`config.mk`:
```
export PLATFORM = sky130hd
export DESIGN_NAME = udt_timer
export DESIGN_NICKNAME = d
export VERILOG_FILES = /design/src/hdl/udt_pkg.sv /design/src/hdl/udt_timer.sv
export SDC_FILE = /design/constraint.sdc
export NUM_CORES = 1
export LEC_CHECK = 0
export BUFFER_PORTS_ARGS = -buffer_cell sky130_fd_sc_hd__buf_2
export CAP_MARGIN = 20
export CORE_MARGIN = 2
export CORE_UTILIZATION = 35
export CTS_CLUSTER_SIZE = 24
export DETAILED_ROUTE_END_ITERATION = 8
export PLACE_DENSITY = 0.63
export SETUP_SLACK_MARGIN = 0.2
export SYNTH_ARGS = -nofsm -noshare
export SYNTH_HDL_FRONTEND = slang
export SYNTH_SLANG_ARGS = --single-unit
```
`constraint.sdc`:
```
create_clock -name clk -period 2.8 [get_ports clk]
set_input_delay 0.56 -clock clk [delete_from_list [all_inputs] [get_ports clk]]
set_output_delay 0.56 -clock clk [all_outputs]
set_load 0.01 [all_outputs]
```
`src/hdl/udt_pkg.sv`:
```
package udt_pkg;
  // Register indices on the plain register port.
  localparam logic [3:0] ADDR_CONTROL = 4'h0;
  localparam logic [3:0] ADDR_MODE = 4'h1;
  localparam logic [3:0] ADDR_RELOAD_LOW = 4'h2;
  localparam logic [3:0] ADDR_RELOAD_HIGH = 4'h3;
  localparam logic [3:0] ADDR_COUNT_LOW = 4'h4;
  localparam logic [3:0] ADDR_COUNT_HIGH = 4'h5;
  localparam logic [3:0] ADDR_IRQ_STATUS = 4'h6;
  localparam logic [3:0] ADDR_IRQ_MASK = 4'h7;
  // Control register field positions, then the mode register up-down enable bit.
  localparam int BIT_CAPTURE_RELOAD_SELECT = 0;
  localparam int BIT_COUNT_SOURCE_SELECT = 1;
  localparam int BIT_RUN_CONTROL = 2;
  localparam int BIT_TRIGGER_PIN_ENABLE = 3;
  localparam int BIT_TX_BAUD_SELECT = 4;
  localparam int BIT_RX_BAUD_SELECT = 5;
  localparam int BIT_TRIGGER_FLAG = 6;
  localparam int BIT_OVERFLOW_FLAG = 7;
  localparam int BIT_UPDOWN_ENABLE = 0;
  // Interrupt status bits.
  localparam int IRQ_OVERFLOW = 0;
  localparam int IRQ_TRIGGER = 1;
  // Reset values.
  localparam logic [7:0] CONTROL_RESET = 8'h00;
  localparam logic [15:0] COUNT_RESET = 16'h0000;
  localparam logic [1:0] IRQ_RESET = 2'h0;
  // Machine cycle of twelve oscillator periods, one per clk.
  localparam int MACHINE_CYCLE_CLKS = 12;
  localparam int BAUD_CYCLE_CLKS = 2;
endpackage

```
`src/hdl/udt_timer.sv`:
```
// Contract
// - Sixteen-bit count pair counts up or down per configuration and trigger pin.
// - Count-source select picks machine cycles (every second clock in baud mode) or external count pin falling edges.
// - Auto-reload, capture or baud mode chosen by select bits while running.
// - Capture mode counts up; enabled trigger falling edge copies count into reload.
// - Baud generator mode overflow never sets the overflow flag.
// - Baud mode with trigger enable: trigger falling edge raises the trigger flag.
//
// Chosen here: the register addresses and the plain strobed port.
`timescale 1ns/1ps
module udt_timer #(
  parameter int WIDTH = 16
) (
  // Clock and reset.
  input wire logic clk,
  input wire logic rst,
  // Register port.
  input wire logic [3:0] addr,
  input wire logic [7:0] wdata,
  input wire logic wr,
  input wire logic rd,
  output logic [7:0] rdata,
  // Pins.
  input wire logic count_input_pin,
  input wire logic trigger_pin,
  // Serial port baud tick and interrupt.
  output logic baud_tick,
  output logic irq
);
  logic [7:0] ctrl;
  logic updown_enable;
  logic [WIDTH-1:0] count;
  logic [WIDTH-1:0] reload;
  logic [1:0] irq_mask;
  logic [3:0] presc;
  logic count_pin_q;
  logic trig_q;
  logic [WIDTH-1:0] next_count;

  wire run_control = ctrl[udt_pkg::BIT_RUN_CONTROL];
  wire capture_reload_select = ctrl[udt_pkg::BIT_CAPTURE_RELOAD_SELECT];
  wire count_source_select = ctrl[udt_pkg::BIT_COUNT_SOURCE_SELECT];
  wire trigger_pin_enable = ctrl[udt_pkg::BIT_TRIGGER_PIN_ENABLE];
  wire baud_mode = ctrl[udt_pkg::BIT_TX_BAUD_SELECT] | ctrl[udt_pkg::BIT_RX_BAUD_SELECT];
  wire capture_mode = ~baud_mode & capture_reload_select;
  wire reload_mode = ~baud_mode & ~capture_reload_select;
  wire [1:0] irq_status = {ctrl[udt_pkg::BIT_TRIGGER_FLAG], ctrl[udt_pkg::BIT_OVERFLOW_FLAG]};

  // Baud mode ticks every second clock, the other modes once per machine cycle.
  wire [3:0] presc_top = baud_mode ? 4'(udt_pkg::BAUD_CYCLE_CLKS - 1) : 4'(udt_pkg::MACHINE_CYCLE_CLKS - 1);
  wire int_tick = (presc >= presc_top);
  wire ext_tick = count_pin_q & ~count_input_pin;
  wire tick = run_control & (count_source_select ? ext_tick : int_tick);
  wire trig_fall = trig_q & ~trigger_pin & trigger_pin_enable;
  wire count_down = reload_mode & updown_enable & ~trigger_pin;
  wire up_wrap = (count == {WIDTH{1'b1}});
  wire down_wrap = (count == reload);
  wire wrap = tick & (count_down ? down_wrap : up_wrap);
  wire set_ovf = wrap & ~baud_mode;
  wire set_trg = trig_fall & (~reload_mode | ~updown_enable) & run_control;
  wire wr_ctrl = wr & (addr == udt_pkg::ADDR_CONTROL);
  wire wr_stat = wr & (addr == udt_pkg::ADDR_IRQ_STATUS);

  // Down counting wraps to all ones; up counting reloads in reload and baud modes.
  always_comb begin
    next_count = count;
    if (tick) begin
      if (count_down) begin
        next_count = down_wrap ? {WIDTH{1'b1}} : count - 1'b1;
      end else if (up_wrap & ~capture_mode) begin
        next_count = reload;
      end else begin
        next_count = count + 1'b1;
      end
    end
    if (reload_mode & trig_fall & ~updown_enable & run_control) begin
      next_count = reload;
    end
  end

  always_ff @(posedge clk or posedge rst) begin
    if (rst) begin
      presc <= 4'h0;
      count_pin_q <= 1'b0;
      trig_q <= 1'b0;
    end else begin
      presc <= int_tick ? 4'h0 : presc + 4'h1;
      count_pin_q <= count_input_pin;
      trig_q <= trigger_pin;
    end
  end

  always_ff @(posedge clk or posedge rst) begin
    if (rst) begin
      count <= udt_pkg::COUNT_RESET;
    end else if (wr & (addr == udt_pkg::ADDR_COUNT_LOW)) begin
      count[7:0] <= wdata;
    end else if (wr & (addr == udt_pkg::ADDR_COUNT_HIGH)) begin
      count[15:8] <= wdata;
    end else begin
      count <= next_count;
    end
  end

  always_ff @(posedge clk or posedge rst) begin
    if (rst) begin
      reload <= udt_pkg::COUNT_RESET;
    end else if (capture_mode & trig_fall & run_control) begin
      reload <= count;
    end else if (wr & (addr == udt_pkg::ADDR_RELOAD_LOW)) begin
      reload[7:0] <= wdata;
    end else if (wr & (addr == udt_pkg::ADDR_RELOAD_HIGH)) begin
      reload[15:8] <= wdata;
    end
  end

  // Flags: hardware set wins over a software clear in the same cycle.
  always_ff @(posedge clk or posedge rst) begin
    if (rst) begin
      ctrl <= udt_pkg::CONTROL_RESET;
    end else begin
      if (wr_ctrl) begin
        ctrl <= wdata;
      end else if (wr_stat) begin
        ctrl[udt_pkg::BIT_OVERFLOW_FLAG] <= ctrl[udt_pkg::BIT_OVERFLOW_FLAG] & ~wdata[udt_pkg::IRQ_OVERFLOW];
        ctrl[udt_pkg::BIT_TRIGGER_FLAG] <= ctrl[udt_pkg::BIT_TRIGGER_FLAG] & ~wdata[udt_pkg::IRQ_TRIGGER];
      end
      if (set_ovf) begin
        ctrl[udt_pkg::BIT_OVERFLOW_FLAG] <= 1'b1;
      end
      if (set_trg) begin
        ctrl[udt_pkg::BIT_TRIGGER_FLAG] <= 1'b1;
      end
    end
  end

  always_ff @(posedge clk or posedge rst) begin
    if (rst) begin
      updown_enable <= 1'b0;
      irq_mask <= udt_pkg::IRQ_RESET;
      rdata <= 8'h00;
      baud_tick <= 1'b0;
    end else begin
      if (wr & (addr == udt_pkg::ADDR_MODE)) begin
        updown_enable <= wdata[udt_pkg::BIT_UPDOWN_ENABLE];
      end
      if (wr & (addr == udt_pkg::ADDR_IRQ_MASK)) begin
        irq_mask <= wdata[1:0];
      end
      baud_tick <= wrap & baud_mode;
      rdata <= 8'h00;
      if (rd) begin
        if (addr == udt_pkg::ADDR_CONTROL) begin
          rdata <= ctrl;
        end else if (addr == udt_pkg::ADDR_MODE) begin
          rdata <= {7'h00, updown_enable};
        end else if (addr == udt_pkg::ADDR_RELOAD_LOW) begin
          rdata <= reload[7:0];
        end else if (addr == udt_pkg::ADDR_RELOAD_HIGH) begin
          rdata <= reload[15:8];
        end else if (addr == udt_pkg::ADDR_COUNT_LOW) begin
          rdata <= count[7:0];
        end else if (addr == udt_pkg::ADDR_COUNT_HIGH) begin
          rdata <= count[15:8];
        end else if (addr == udt_pkg::ADDR_IRQ_STATUS) begin
          rdata <= {6'h00, irq_status};
        end else if (addr == udt_pkg::ADDR_IRQ_MASK) begin
          rdata <= {6'h00, irq_mask};
        end
      end
    end
  end

  assign irq = |(irq_status & irq_mask);

  a_capture_copies: assert property (@(posedge clk) disable iff (rst)
    capture_mode && run_control && trig_fall && !wr |=> reload == $past(count))
    else $error("capture did not copy count");
  a_baud_no_ovf: assert property (@(posedge clk) disable iff (rst)
    baud_mode && !wr_ctrl |=> $past(ctrl[udt_pkg::BIT_OVERFLOW_FLAG]) || !ctrl[udt_pkg::BIT_OVERFLOW_FLAG])
    else $error("overflow flag set in baud mode");
  a_overflow_sets: assert property (@(posedge clk) disable iff (rst)
    set_ovf |=> ctrl[udt_pkg::BIT_OVERFLOW_FLAG])
    else $error("overflow flag not set");
  a_baud_trigger: assert property (@(posedge clk) disable iff (rst)
    baud_mode && run_control && trig_fall |=> ctrl[udt_pkg::BIT_TRIGGER_FLAG])
    else $error("trigger flag not raised in baud mode");
  a_stopped_holds: assert property (@(posedge clk) disable iff (rst)
    !run_control && !wr |=> count == $past(count))
    else $error("count moved while stopped");
  a_reload_wrap: assert property (@(posedge clk) disable iff (rst)
    reload_mode && tick && up_wrap && !count_down && !trig_fall && !wr |=> count == $past(reload))
    else $error("no reload on overflow");
  a_down_count: assert property (@(posedge clk) disable iff (rst)
    tick && count_down && !down_wrap && !wr |=> count == $past(count) - 16'h0001)
    else $error("down count wrong");
  a_ext_source: assert property (@(posedge clk) disable iff (rst)
    count_source_select && !ext_tick && !trig_fall && !wr |=> count == $past(count))
    else $error("count moved without a pin edge");
  a_up_count: assert property (@(posedge clk) disable iff (rst)
    tick && !count_down && !up_wrap && !trig_fall && !wr |=> count == $past(count) + 16'h0001)
    else $error("up count wrong");
  a_down_wrap: assert property (@(posedge clk) disable iff (rst)
    tick && count_down && down_wrap && !wr |=> &count && ctrl[udt_pkg::BIT_OVERFLOW_FLAG])
    else $error("down count did not wrap to all ones");
  a_capture_up: assert property (@(posedge clk) disable iff (rst)
    capture_mode && tick && !up_wrap && !wr |=> count == $past(count) + 16'h0001)
    else $error("capture mode did not count up");
  a_trigger_reload: assert property (@(posedge clk) disable iff (rst)
    reload_mode && run_control && trig_fall && !updown_enable && !wr |=> count == $past(reload))
    else $error("no reload on trigger edge");
  a_trigger_flag: assert property (@(posedge clk) disable iff (rst)
    reload_mode && run_control && trig_fall && !updown_enable |=> ctrl[udt_pkg::BIT_TRIGGER_FLAG])
    else $error("trigger flag not raised in reload mode");
  a_direction_pin: assert property (@(posedge clk) disable iff (rst)
    reload_mode && updown_enable && trig_fall && !tick && !wr |=> count == $past(count))
    else $error("trigger edge moved count in up-down mode");
  a_stopped_frozen: assert property (@(posedge clk) disable iff (rst)
    !run_control && !wr |=> ctrl == $past(ctrl))
    else $error("control or flags changed while stopped");
  a_baud_tick: assert property (@(posedge clk) disable iff (rst)
    baud_mode && wrap |=> baud_tick)
    else $error("baud tick missing after overflow");
endmodule
```
== Word-level counts from Yosys, hierarchy flattened ==
Index checks and enable logic that the tools add are counted.
W data, S select, Z words.

* Bits in registers: 58
* Input port bits: 18
* Output and inout bits: 10
* Word-level logic and storage cells: 111

* $lt $le $gt $ge: 1
* Bitwise operators: 42
* Equal/unequal tests: 11
* Add/sub/neg operators: 3
* Reductions and logical operators: 11
* Muxes and demuxes: 29

{| class="wikitable"
|+ Operators with widths
! operator !! number
|-
| $mux W8 || 13
|-
| $mux W16 || 6
|-
| $and A1 B1 Y1 || 29
|-
| $add A16 B1 Y16 const B || 1
|-
| $eq A16 B16 Y1 || 1
|-
| $eq A16 B16 Y1 const B || 1
|-
| $eq A4 B3 Y1 const B || 4
|-
| $sub A16 B1 Y16 const B || 1
|-
| $reduce_bool A3 Y1 || 4
|-
| $not A1 Y1 || 10
|-
| $eq A4 B2 Y1 const B || 2
|-
| $mux W2 || 4
|-
| $mux W4 || 2
|-
| $reduce_and A2 Y1 || 3
|-
| $add A4 B1 Y4 const B || 1
|-
| $eq A4 B1 Y1 const B || 1
|-
| $ge A4 B4 Y1 || 1
|-
| $logic_not A4 Y1 || 1
|-
| $mux W1 || 4
|-
| $ne A2 B2 Y1 const B || 2
|-
| $reduce_bool A2 Y1 || 2
|-
| $and A2 B2 Y2 || 1
|-
| $or A1 B1 Y1 || 2
|-
| $reduce_or A2 Y1 || 1
|}

== Logic depth before layout (Yosys ltp) ==
Gate-level depths: netlist of run 1.

* Word-level depth: 11
* Gate-level depth with buffers: 10
* Mapped depth without buffers: 9

== Worst setup path after synthesis of run 1 ==
OpenSTA, ideal clock, no wires.

* Path kind: register -> register
* Start: reg ctrl[5]
* End: reg count[11]
* Clock period less this slack: 2.552 ns
* Data required time: 2.658 ns
* Library setup time: 0.142 ns
* Cell stages (with the launch flop): 10
* Slack: 0.248 ns
* Buffers on the path: 0
* Arrival: 2.410 ns
* Path through: dfrtp_1 > nor2_2 > inv_1 > ha_1 > inv_1 > a2111oi_1 > o31a_1 > nand3_1 > a2111oi_1 > a311oi_2

* Word-level cells in the longest chain between the ends: 10
* Elaborated cells between the ends (all ways): 22
* Classes of those cells: order compare: 1; mux: 7; bitwise: 12; reduce/logical: 2

{| class="wikitable"
|+ RTL lines
! what !! RTL line !! text
|-
| from (decl) || udt_timer.sv:30 || <nowiki>logic [7:0] ctrl;</nowiki>
|-
| from (signal assigned) || udt_timer.sv:120 || <nowiki>ctrl <= udt_pkg::CONTROL_RESET;</nowiki>
|-
| from (signal assigned) || udt_timer.sv:123 || <nowiki>ctrl <= wdata;</nowiki>
|-
| from (signal, indexed assignment) || udt_timer.sv:125 || <nowiki>ctrl[udt_pkg::BIT_OVERFLOW_FLAG] <= ctrl[udt_pkg::BIT_OVERFLOW_FLAG] & ~wdata[udt_pkg::IRQ_OVERFLOW];</nowiki>
|-
| $or A1 B1 Y1 (*) || udt_timer.sv:44 || <nowiki>wire baud_mode = ctrl[udt_pkg::BIT_TX_BAUD_SELECT] | ctrl[udt_pkg::BIT_RX_BAUD_SELECT];</nowiki>
|-
| parallel branches: the longest is 9 deep, another holds $ge A4 B4 Y1 || n/a ||
|-
| to (signal assigned) || udt_timer.sv:95 || <nowiki>count <= udt_pkg::COUNT_RESET;</nowiki>
|-
| to (signal assigned) || udt_timer.sv:99 || <nowiki>count[15:8] <= wdata;</nowiki>
|-
| to (signal assigned) || udt_timer.sv:101 || <nowiki>count <= next_count;</nowiki>
|-
| to (decl) || udt_timer.sv:32 || <nowiki>logic [WIDTH-1:0] count;</nowiki>
|}

Every way passes the cells marked *. The select of a mux whose other input is x is not followed.
A chain may end at the register's enable or synchronous reset.

== Worst setup path in the final report of run 1 ==
Same ends and word-level chain as after synthesis.

==> flow_summary.rst, run 1 <==
.. list-table::
   :header-rows: 1

   * - Metric
     - Value
   * - Setup slack after placement
     - roughly 0.12 ns
   * - Number of clock sinks seen by CTS
     - 58
   * - Slew at the pin closest to its max-slew limit
     - 0.756 ns
   * - Share of final-layout standard cells stronger than drive strength 1
     - 23.9%
   * - CTS Root Cell
     - sky130_fd_sc_hd__clkbuf_16
   * - Worst-path fanout max
     - 5
   * - Placed wire-length estimate after detailed placement
     - 10900 um
   * - First-pass GRT wire length
     - 23800 um
   * - Most instantiated flip-flop cell in the synthesis netlist
     - sky130_fd_sc_hd__dfrtp_1
   * - Buffer and inverter count on the worst path
     - 3
   * - DIE AREA
     - 0.0132 mm2
   * - Synth Net Count
     - 524
   * - Number of buffers on the longest clock path
     - 2
   * - Post-CTS Hold Fix Bufs
     - 0
   * - Aggregate global routing overflow
     - 0
   * - Cell area after placement
     - ~0.0048 mm2
   * - Number of flip-flops and latches in the synthesized netlist
     - 58
   * - Count of buffers inserted at the top-level ports
     - 27
   * - Largest delay share family, worst path
     - compound AO/OA/AOI/OAI gates
   * - Number of cells produced by synthesis
     - 502
   * - Main combinational cell family by area after synthesis
     - simple AND/OR/NAND/NOR gates
   * - Number of enable-type register cells in the synthesized netlist
     - 0
   * - Power density over the cells
     - just over 900 mW/mm2
   * - Final design instance area without fill
     - 0.00516 mm2
   * - Part of the total power dissipated in the clock network
     - between 20% and 30%
   * - Multiplexer share of the synthesized area
     - between 8 and 9%
   * - Number of primary I/O pins
     - 28
   * - Post-DR wirelength/cell
     - 21.8 um
   * - Initial antenna violation count
     - 0
   * - Crit Path Category
     - reg -> reg
   * - Clock buffers created by TritonCTS
     - 9
   * - Register clock-pin slew on the reported worst setup and hold paths
     - about 0.060 ns
   * - Clock tree from TritonCTS
     - done
   * - Max-slew headroom at the worst pin
     - roughly half
   * - Initial standard-cell utilization of the core
     - between 30% and 40%
   * - Share of async-settable or async-resettable flops after synthesis
     - 100%
   * - Sequential element share of the synthesized area
     - between 30% and 40%
   * - Critical-path cell list
     - nor2_2, inv_1, ha_4, inv_1, a2111oi_2, buf_4, o31a_1, nand3_4, a2111oi_2, a311oi_2
   * - Portion of total power attributed to sequential cells
     - 33.8%
   * - Number of distinct library cells after synthesis
     - 65
   * - Worst endpoint required time
     - 3.02 ns
   * - Unrepaired setup endpoints after global routing
     - true
   * - Pint
     - 2.67 mW
   * - Minimum setup slack in the final design
     - approximately 0.28 ns
   * - Die Width
     - 115 um
   * - Final clock skew
     - 0.0113 ns
   * - Comb power frac
     - 43.7%
   * - Max-Cap Viols
     - 0
   * - Share of the synthesized area in compound gates (AO/OA/AOI/OAI)
     - approximately 20%
   * - Synthesized-area fraction occupied by adder cells
     - 1.16%
   * - Vias
     - 4315
   * - Finished Layout Cells
     - 694
   * - Via density per instance
     - 6.22
   * - Number of nets in the layout
     - 564
   * - Core Area
     - 0.0120 mm2
   * - Final hold violation count
     - 0
   * - Simple-gate share of the synthesized area
     - 21.3%
   * - Net Sw Frac
     - 43.2%
   * - Residual antenna-violating net count after detailed routing
     - 0
   * - Number of H-tree levels
     - 3
   * - Drc violations
     - 0
   * - P&R area growth vs syn
     - 19.5%
   * - Die extent in y
     - 115 um
   * - GRT Total Usage
     - between 20% and 30%
   * - Gpl congestion
     - 1.00
   * - Fin crit period
     - approximately 2.5 ns
   * - Area share of xor/xnor cells in the synthesized design
     - around 8.5%
   * - Skew-Pair Late Insertion Delay
     - 0.34 ns
   * - Final Max Slew Viols
     - 0
   * - Total number of placement rows
     - 40
   * - Period Utilization, post-route
     - 89.9%
   * - Critical Path Slowest Stage Cell
     - sky130_fd_sc_hd__dfrtp_1
   * - Nature of the critical path endpoint
     - flip-flop
   * - Largest stage delay on the critical path
     - slightly above 0.4 ns
   * - Run status
     - finished, final reports clean
   * - Sum Neg Setup Slack
     - 0 ns
   * - Total instance count after detailed placement
     - 676
   * - Leakage power total
     - 2.17 nW
   * - Number of warnings reported in the yosys synthesis log
     - 0
   * - Number of detailed-route iterations in the first pass
     - 5
   * - Min-delay worst type
     - in -> reg
   * - Switching power summed over all nets
     - 2.03 mW
   * - Leading cell types in the layout, fill and taps excluded
     - sky130_fd_sc_hd__nor2_1 (57), sky130_fd_sc_hd__dfrtp_1 (57), sky130_fd_sc_hd__buf_4 (45)
   * - Starting DRT DRC Count
     - 470
   * - Total of endpoints with negative setup slack in the final report
     - 0
   * - Total wire length after detailed routing
     - 15200 um
   * - Kind of start point of the critical path
     - flip-flop
   * - Maximum clock frequency
     - 397 MHz
   * - Largest net degree at the start of global routing
     - 59
   * - # diodes
     - 0
   * - Post-synthesis instance area
     - 0.00432 mm2
   * - Final core utilization
     - 43.0%
   * - Mapped Avg Cell Area
     - 8.60 um2
   * - Peak supply drop
     - 0.352 mV
   * - Via count of the first global-routing pass
     - 4184
   * - Signal arrival time at the worst endpoint
     - 2.73 ns
==> metrics by stage <==
step	power [mW]	hold WS [ns]
floorplan	2.79	0.475
finish	4.70	0.333
CTS	4.54	0.336
global route	4.94	0.336
detailed placement	3.46	0.505
global placement	3.43	0.501
==> metal layers <==
| layer | GRT usage (%) | share of wire (%) |
|---|---|---|
| met1 | 32.2 | 43 |
| met2 | 38.3 | 45 |
| met3 | 3.58 | 8.3 |
| met4 | 9.72 | 3.7 |
| met5 | 0 | 0 |
==> Yosys cell counts, drive strengths merged (3+ instances only) <==
cell     number  area share (%)
o32ai         6             1.2
a2111oi       4            0.87
dfrtp        58              34
nand3        10             1.3
o21ai        11             1.3
nor4         16             3.4
o211ai        6             1.0
and3          3            0.43
a21oi        43             5.0
a21o          7             1.2
nor3         11             1.3
ha            4             1.2
mux2         10             2.6
o221ai        3            0.61
nor2b         4            0.58
xor2         21             4.3
or4           4            0.70
mux2i        23             5.3
a211oi        7             1.2
inv          14             1.2
and2          8             1.2
o22ai         6            0.87
a31oi         8             1.2
buf          23             3.1
nor2         60             5.3
nand3b        3            0.52
nand2b        4            0.58
nor3b         3            0.52
a22oi         6             1.0
nand4         5            0.72
xnor2        21             4.3
o31ai         4            0.70
clkbuf       20             1.7
nand2        35             3.0
==> registers in the layout, summed over array words and instances, names as in the netlist <==
name           count
baud_tick          1
count             16
count_pin_q        1
ctrl               8
irq_mask           2
presc              4
rdata              8
reload            16
trig_q             1
updown_enable      1
==> cell type report <==
cell class,count,area [um2]
timing repair buffer,72,473
fill,1185,6850
inverter,14,52.6
multi-input combinational,387,2720
clock buffer,12,256
clock inverter,4,26.3
sequential,58,1450
tap,147,184
==> cells by family (layout without fill, tap and decap cells) <==
group | count (synthesis) | after routing
buffers and inverters | 57 | 102
adder cells (fa/ha/maj) | 4 | 4
XOR/XNOR | 42 | 42
multiplexers | 35 | 35
flip-flops | 58 | 58
AO/OA/AOI/OAI | 131 | 131
AND/OR/NAND/NOR | 175 | 175
==> power groups by stage <==
| stage | clock, mW | combinational [mW] | sequential (mW) |
|---|---|---|---|
| after global routing | 1.11 | 2.22 | 1.61 |
| after floorplan | 0 | 1.47 | 1.31 |
| after global placement | 0 | 1.88 | 1.55 |
| after CTS | 1.06 | 1.92 | 1.55 |
| after detailed placement | 0 | 1.89 | 1.56 |
| final | 1.06 | 2.05 | 1.59 |
==> timing repair <==
item	in CTS	in global routing
resized for setup	4	19
setup buffers	0	2
endpoints found under the setup margin	3	16
pin swaps	1	3
==> path summary, 6_finish.rpt <==
path	cells past startpoint	end	slack, ns	start
min	1	count_pin_q	0.33	count_input_pin
min in group asynchronous	3	reload[15]	0.44	rst
max	10	count[11]	0.28	ctrl[5]
max in group asynchronous	3	count[1]	1.81	rst
min reg2reg	1	presc[0]	0.51	presc[0]
max reg2reg	10	count[11]	0.28	ctrl[5]
Power figures use the tool's default switching activity.
==> run 2: changes to the inputs <==
--- a/config.mk
+++ b/config.mk
@@ -7,11 +7,10 @@
 export LEC_CHECK = 0
 export BUFFER_PORTS_ARGS = -buffer_cell sky130_fd_sc_hd__buf_2
 export CAP_MARGIN = 20
-export CORE_MARGIN = 2
+export CORE_MARGIN = 1.5
 export CORE_UTILIZATION = 35
 export CTS_CLUSTER_SIZE = 24
 export DETAILED_ROUTE_END_ITERATION = 8
-export PLACE_DENSITY = 0.63
 export SETUP_SLACK_MARGIN = 0.2
 export SYNTH_ARGS = -nofsm -noshare
 export SYNTH_HDL_FRONTEND = slang
==> run 2 against run 1 <==
Clock-buffer cell count is 1 lower. Largest power group unchanged. Die area is 1.7% lower. Clock skew hardly changed. Via count fell by 3.2%. Wire length fell by 3.3%. Highest routed layer unchanged. Sequential cell count unchanged. Design area fell by 0.95%. Sequential power is essentially flat. Register-to-register slack better by 0.02 ns. Global-route usage increased by 0.28 points. First-iteration DRC count is 34% lower.
==> flow_summary.rst, run 2 (synthesis results as in run 1) <==
.. list-table::
   :header-rows: 1

   * - Metric
     - Value
   * - Vias
     - 4176 (was 4315)
   * - DIE AREA
     - 0.0130 mm2 (was 0.0132 mm2)
   * - First-pass GRT wire length
     - 23600 um (was 23800 um)
   * - Final Max Slew Viols
     - 0 (unchanged)
   * - Worst-path fanout max
     - 6 (was 5)
   * - Critical R2R Launch
     - ctrl[5] (unchanged)
   * - Total number of placement rows
     - 40 (unchanged)
   * - FF-to-FF End
     - count[8] (was count[11])
   * - Via density per instance
     - 6.06 (was 6.22)
   * - Placed wire-length estimate after detailed placement
     - 10800 um (was 10900 um)
   * - Aggregate global routing overflow
     - 0 (unchanged)
   * - Min-delay worst type
     - in -> async (was in -> reg)
   * - Initial antenna violation count
     - 0 (unchanged)
   * - Worst endpoint required time
     - 3.01 ns (was 3.02 ns)
   * - Residual antenna-violating net count after detailed routing
     - 0 (unchanged)
   * - Core Area
     - 0.0120 mm2 (unchanged)
   * - Clock tree from TritonCTS
     - done (unchanged)
   * - Run status
     - finished, final reports clean (unchanged)
   * - Register clock-pin slew on the reported worst setup and hold paths
     - 0.06 ns (about the same)
   * - Peak supply drop
     - 0.353 mV (was 0.352 mV)
   * - Fin crit period
     - 2.50 ns (was 2.52 ns)
   * - Via count of the first global-routing pass
     - 4132 (was 4184)
   * - Setup slack after placement
     - 0.194 ns (was 0.123 ns)
   * - Number of primary I/O pins
     - 28 (unchanged)
   * - Final clock skew
     - 0.0112 ns (was 0.0113 ns)
   * - Slew at the pin closest to its max-slew limit
     - 0.611 ns (was 0.756 ns)
   * - Final design instance area without fill
     - 0.00511 mm2 (was 0.00516 mm2)
   * - Minimum setup slack in the final design
     - 0.305 ns (was 0.283 ns)
   * - Number of buffers on the longest clock path
     - 2 (unchanged)
   * - Power density over the cells
     - 920 mW/mm2 (was 910 mW/mm2)
   * - # diodes
     - 0 (unchanged)
   * - Clock buffers created by TritonCTS
     - 9 (unchanged)
   * - Largest stage delay on the critical path
     - 0.42 ns (was 0.41 ns)
   * - Post-CTS Hold Fix Bufs
     - 0 (unchanged)
   * - Number of H-tree levels
     - 3 (unchanged)
   * - Leading cell types in the layout, fill and taps excluded
     - sky130_fd_sc_hd__nor2_1 (58), sky130_fd_sc_hd__dfrtp_1 (58), sky130_fd_sc_hd__a21oi_1 (42) (was sky130_fd_sc_hd__nor2_1 (57), sky130_fd_sc_hd__dfrtp_1 (57), sky130_fd_sc_hd__buf_4 (45))
   * - Nature of the critical path endpoint
     - flip-flop (unchanged)
   * - Share of final-layout standard cells stronger than drive strength 1
     - 22.9% (was 23.9%)
   * - Die extent in y
     - 114 um (was 115 um)
   * - Largest net degree at the start of global routing
     - 59 (unchanged)
   * - Kind of start point of the critical path
     - flip-flop (unchanged)
   * - Crit Path Category
     - reg -> reg (unchanged)
   * - Crit. Startpoint
     - ctrl[5] (unchanged)
   * - Register-to-Register Path Depth
     - 11 (was 10)
   * - Sum Neg Setup Slack
     - 0 ns (unchanged)
   * - Largest registers in the final layout
     - count (16), reload (16) (unchanged)
   * - Total wire length after detailed routing
     - 14700 um (was 15200 um)
   * - Gpl congestion
     - 0.963 (was 1.00)
   * - Setup slack, reg-to-reg
     - 0.30 ns (was 0.28 ns)
   * - Cell area after placement
     - 0.00473 mm2 (was 0.00475 mm2)
   * - Maximum clock frequency
     - 401 MHz (was 397 MHz)
   * - Total of endpoints with negative setup slack in the final report
     - 0 (unchanged)
   * - Number of clock sinks seen by CTS
     - 58 (unchanged)
   * - Worst slack on hold paths
     - 0.277 ns (was 0.333 ns)
   * - Starting DRT DRC Count
     - 308 (was 470)
   * - Die Width
     - 114 um (was 115 um)
   * - Critical Path Slowest Stage Cell
     - sky130_fd_sc_hd__dfrtp_1 (unchanged)
   * - Signal arrival time at the worst endpoint
     - 2.71 ns (was 2.73 ns)
   * - Drc violations
     - 0 (unchanged)
   * - Post-DR wirelength/cell
     - 21.3 um (was 21.8 um)
   * - CTS Root Cell
     - sky130_fd_sc_hd__clkbuf_16 (unchanged)
   * - GRT Total Usage
     - 24.1% (was 23.8%)
   * - Count of buffers inserted at the top-level ports
     - 27 (unchanged)
   * - Final core utilization
     - 42.6% (was 43.0%)
   * - Final hold violation count
     - 0 (unchanged)
   * - Endpoint of the most critical setup path
     - count[8] (was count[11])
   * - Number of detailed-route iterations in the first pass
     - 5 (unchanged)
   * - Skew-Pair Late Insertion Delay
     - 0.34 ns (about the same)
   * - Max-Cap Viols
     - 0 (unchanged)
   * - Unrepaired setup endpoints after global routing
     - false (was true)
   * - Period Utilization, post-route
     - 89.1% (was 89.9%)
   * - P&R area growth vs syn
     - 18.4% (was 19.5%)
   * - Critical-path cell list
     - nor2_2, inv_2, ha_1, inv_1, a2111oi_2, buf_4, o31a_1, nand3_2, buf_4, a211oi_1, a211oi_1 (was nor2_2, inv_1, ha_4, inv_1, a2111oi_2, buf_4, o31a_1, nand3_4, a2111oi_2, a311oi_2)
   * - Max-slew headroom at the worst pin
     - 58.9% (was 49.6%)
   * - Leakage power total
     - 2.17 nW (about the same)
   * - Number of nets in the layout
     - 561 (was 564)
   * - Initial standard-cell utilization of the core
     - 35.9% (unchanged)
run 2: cell types whose count changed in the layout (fill, tap and decap cells not counted), moves of 2 or more:
cell	delta
sky130_fd_sc_hd__buf_4	-4
sky130_fd_sc_hd__a211oi_1	+2
sky130_fd_sc_hd__a211oi_2	-2
sky130_fd_sc_hd__ha_1	+2
sky130_fd_sc_hd__nor4_1	+2
sky130_fd_sc_hd__nor4_2	-2
run 2: worst min path at each step:
stage	from	to	slack, ns
after global placement	presc[0]	presc[0]	0.49
after detailed placement	presc[0]	presc[0]	0.51
after global routing	rst	reload[8]	0.30
final	rst	reload[7]	0.28
after CTS	rst	reload[8]	0.29
after floorplan	presc[0]	presc[0]	0.47
run 2: power breakdown:
group / switching [mW] / leakage (nW) / internal, mW / total (mW)
Combinational: 1.14 / 1.31 / 0.891 / 2.03
Sequential: 0.449 / 0.712 / 1.11 / 1.56
Clock: 0.388 / 0.147 / 0.722 / 1.11
Total: 1.98 / 2.17 / 2.72 / 4.70
run 2: cell type report:
class	instances	area [um2]
fillers	1209	6900
multi-input cells	387	2670
flip-flops and latches	58	1450
repair buffers	69	463
clock buffers	11	253
well taps	147	184
inverters	14	52.6
clock inverters	3	40.0
run 2: layer usage:
metal	vias to the layer above	share of wire (%)	global-route usage [%]
li1	1901	-	-
met1	2036	44	32.5
met2	186	44	36.2
met3	53	7.7	5.61
met4	0	4.3	12.4
met5	-	0	0
run 2: stage by stage:
stage                     power (mW)  std cells
after floorplan                 2.79        502
after global placement          3.45        672
after detailed placement        3.46        672
after CTS                       4.61        687
after global routing            4.98        689
final                           4.70        689
run 2: critical path, delay by kind of cell, from the launching register on:
kind | cells | cell delay (ns)
buffers and inverters | 4 | 0.52
AOI/OAI and AO/OA | 4 | 0.83
adders and majority gates | 1 | 0.30
DFF | 1 | 0.42
and+or+nand+nor | 2 | 0.29
run 2: repair_timing:
| action | CTS | global route |
|---|---|---|
| endpoints found under the setup margin | 4 | 16 |
| cloned | 0 | 0 |
| pin swaps | 2 | 3 |
| gates resized for setup | 2 | 14 |
| buffers inserted | 1 | 2 |
==> run 3: changes to the inputs <==
==> constraint.sdc (replaced) <==
create_clock -name clk -period 2 [get_ports clk]
set_input_delay 0.4 -clock clk [delete_from_list [all_inputs] [get_ports clk]]
set_output_delay 0.4 -clock clk [all_outputs]
set_load 0.01 [all_outputs]
==> run 3 against run 2 <==
The run now ends with negative setup slack left. Largest power group unchanged. Via count up 12%. Highest routed layer unchanged. First-iteration DRC count up 25%. Die area unchanged. Fmax up 13%. Final cell count up 16%. Sequential cell count unchanged. Total power up 71%.
==> flow_summary.rst, run 3 (synthesis results as in run 1) <==
.. list-table::
   :header-rows: 1

   * - Metric
     - Value
   * - CTS Root Cell
     - sky130_fd_sc_hd__clkbuf_16 (unchanged)
   * - Skew-Pair Late Insertion Delay
     - 0.34 ns (about the same)
   * - Post-DR wirelength/cell
     - 20.9 um (was 21.3 um)
   * - Leakage power total
     - 2.74 nW (was 2.17 nW)
   * - Register clock-pin slew on the reported worst setup and hold paths
     - 0.05 ns (was 0.06 ns)
   * - Final design instance area without fill
     - 0.00631 mm2 (was 0.00511 mm2)
   * - Clock tree from TritonCTS
     - done (unchanged)
   * - DIE AREA
     - 0.0130 mm2 (unchanged)
   * - Unrepaired setup endpoints after global routing
     - true (was false)
   * - Commonest non-fill, non-tap cell in the layout
     - sky130_fd_sc_hd__buf_4
   * - Total of endpoints with negative setup slack in the final report
     - 17 (was 0)
   * - Via count of the first global-routing pass
     - 4621 (was 4132)
   * - Worst-path fanout max
     - 3 (was 6)
   * - Minimum setup slack in the final design
     - -0.216 ns (was 0.305 ns)
   * - Initial standard-cell utilization of the core
     - 35.9% (unchanged)
   * - Crit Path Category
     - reg -> reg (unchanged)
   * - GRT Total Usage
     - 27.1% (was 24.1%)
   * - Max-Cap Viols
     - 0 (unchanged)
   * - Gpl congestion
     - 0.935 (was 0.963)
   * - Number of nets in the layout
     - 667 (was 561)
   * - Drc violations
     - 0 (unchanged)
   * - Power density over the cells
     - 1280 mW/mm2 (was 920 mW/mm2)
   * - Starting DRT DRC Count
     - 384 (was 308)
   * - Maximum clock frequency
     - 451 MHz (was 401 MHz)
   * - Count of buffers inserted at the top-level ports
     - 27 (unchanged)
   * - Total power of the final layout
     - 8.05 mW (was 4.70 mW)
   * - Period Utilization, post-route
     - 111% (was 89.1%)
   * - Largest registers in the final layout
     - count (16), reload (16) (unchanged)
   * - Worst endpoint required time
     - 2.22 ns (was 3.01 ns)
   * - Core Area
     - 0.0120 mm2 (unchanged)
   * - Vias
     - 4669 (was 4176)
   * - Cell area after placement
     - 0.00562 mm2 (was 0.00473 mm2)
   * - Max-slew headroom at the worst pin
     - 73.4% (was 58.9%)
   * - Aggregate global routing overflow
     - 0 (unchanged)
   * - Largest net degree at the start of global routing
     - 59 (unchanged)
   * - Total number of placement rows
     - 40 (unchanged)
   * - Die extent in y
     - 114 um (unchanged)
   * - P&R area growth vs syn
     - 46.2% (was 18.4%)
   * - Die Width
     - 114 um (unchanged)
   * - Min-delay worst type
     - in -> async (unchanged)
   * - Signal arrival time at the worst endpoint
     - 2.43 ns (was 2.71 ns)
   * - Leading cell types in the layout, fill and taps excluded
     - sky130_fd_sc_hd__buf_4 (136), sky130_fd_sc_hd__nor2_1 (55), sky130_fd_sc_hd__dfrtp_1 (52) (was sky130_fd_sc_hd__nor2_1 (58), sky130_fd_sc_hd__dfrtp_1 (58), sky130_fd_sc_hd__a21oi_1 (42))
   * - Nature of the critical path endpoint
     - flip-flop (unchanged)
   * - First-pass GRT wire length
     - 26100 um (was 23600 um)
   * - Total wire length after detailed routing
     - 16700 um (was 14700 um)
   * - Kind of start point of the critical path
     - flip-flop (unchanged)
   * - Slew at the pin closest to its max-slew limit
     - 0.395 ns (was 0.611 ns)
   * - Residual antenna-violating net count after detailed routing
     - 0 (unchanged)
   * - Finished Layout Cells
     - 797 (was 689)
   * - Via density per instance
     - 5.86 (was 6.06)
   * - Filler Cell Count
     - 1109 (was 1209)
   * - Fin crit period
     - 2.22 ns (was 2.50 ns)
   * - Placed wire-length estimate after detailed placement
     - 12500 um (was 10800 um)
   * - Final Max Slew Viols
     - 0 (unchanged)
   * - Run status
     - finished, violations left (was finished, final reports clean)
   * - Number of clock sinks seen by CTS
     - 58 (unchanged)
   * - Post-CTS Hold Fix Bufs
     - 0 (unchanged)
   * - Final hold violation count
     - 0 (unchanged)
   * - Clock buffers created by TritonCTS
     - 9 (unchanged)
   * - Number of H-tree levels
     - 3 (unchanged)
   * - Total instance count after detailed placement
     - 769 (was 672)
   * - # diodes
     - 0 (unchanged)
   * - Initial antenna violation count
     - 0 (unchanged)
   * - Violated checks
     - negative setup slack
   * - Number of detailed-route iterations in the first pass
     - 5 (unchanged)
   * - Final clock skew
     - 0.00576 ns (was 0.0112 ns)
   * - Number of primary I/O pins
     - 28 (unchanged)
   * - Share of final-layout standard cells stronger than drive strength 1
     - 41.2% (was 22.9%)
   * - Peak supply drop
     - 0.504 mV (was 0.353 mV)
   * - Number of buffers on the longest clock path
     - 2 (unchanged)
[run 3: final timing paths]
path / from / end / slack (ns) / cells after the start
max: count[6] / count[14] / -0.22 / 7
min: rst / irq_mask[1] / 0.13 / 3
max reg2reg: count[6] / count[14] / -0.22 / 7
min reg2reg: irq_mask[1] / irq_mask[1] / 0.54 / 1
max in group asynchronous: rst / count[8] / 1.56 / 3
min in group clk: count_input_pin / count_pin_q / 0.17 / 1
[run 3: layer usage]
layer | GRT usage [%] | routed length (um)
met5 | 0 | 0
met4 | 16.9 | 885
met3 | 5.19 | 1210
met2 | 42.7 | 7740
met1 | 34.3 | 6840
[run 3: stage by stage]
step	worst slack [ns]	setup TNS, ns	hold WS, ns	util (%)
5_1_grt	-0.326	-4.43	0.155	52.5
3_5_place_dp	-0.345	-4.36	0.517	46.8
2_1_floorplan	-0.192	-1.75	0.431	-
3_3_place_gp	-0.330	-3.97	0.509	46.8
6_report	-0.216	-2.47	0.130	52.5
4_1_cts	-0.173	-2.16	0.157	52.4
[run 3: what timing repair did]
| item | in CTS | in global routing |
|---|---|---|
| buffers inserted | 12 | 0 |
| pin swaps | 31 | 4 |
| gates cloned | 0 | 0 |
| setup endpoints to repair | 18 | 18 |
| resized for setup | 55 | 3 |
[run 3: critical path: stages (launching register included)]
cell and delay [ns]:
sky130_fd_sc_hd__dfrtp_1 0.44, sky130_fd_sc_hd__or4_4 0.58, sky130_fd_sc_hd__buf_4 0.18, sky130_fd_sc_hd__nor4_4 0.21, sky130_fd_sc_hd__xnor2_1 0.15, sky130_fd_sc_hd__a21oi_1 0.10
sky130_fd_sc_hd__a2111oi_2 0.33, sky130_fd_sc_hd__o22ai_1 0.10
[run 3: power breakdown]
group | total (mW) | switching, mW | internal, mW
combinational | 4.31 | 2.23 | 2.08
clock | 1.71 | 0.592 | 1.12
sequential | 2.03 | 0.467 | 1.57
total | 8.05 | 3.29 | 4.77
[run 3: area by class of cell]
cell class / instances / area [um2] / area share [%]
clock buffer: 11 / 243 / 3.85
timing repair buffer: 175 / 1310 / 20.8
tap: 147 / 184 / 2.91
multi-input combinational: 387 / 2970 / 47.1
clock inverter: 5 / 77.6 / 1.23
inverter: 14 / 61.3 / 0.971
sequential: 58 / 1460 / 23.1
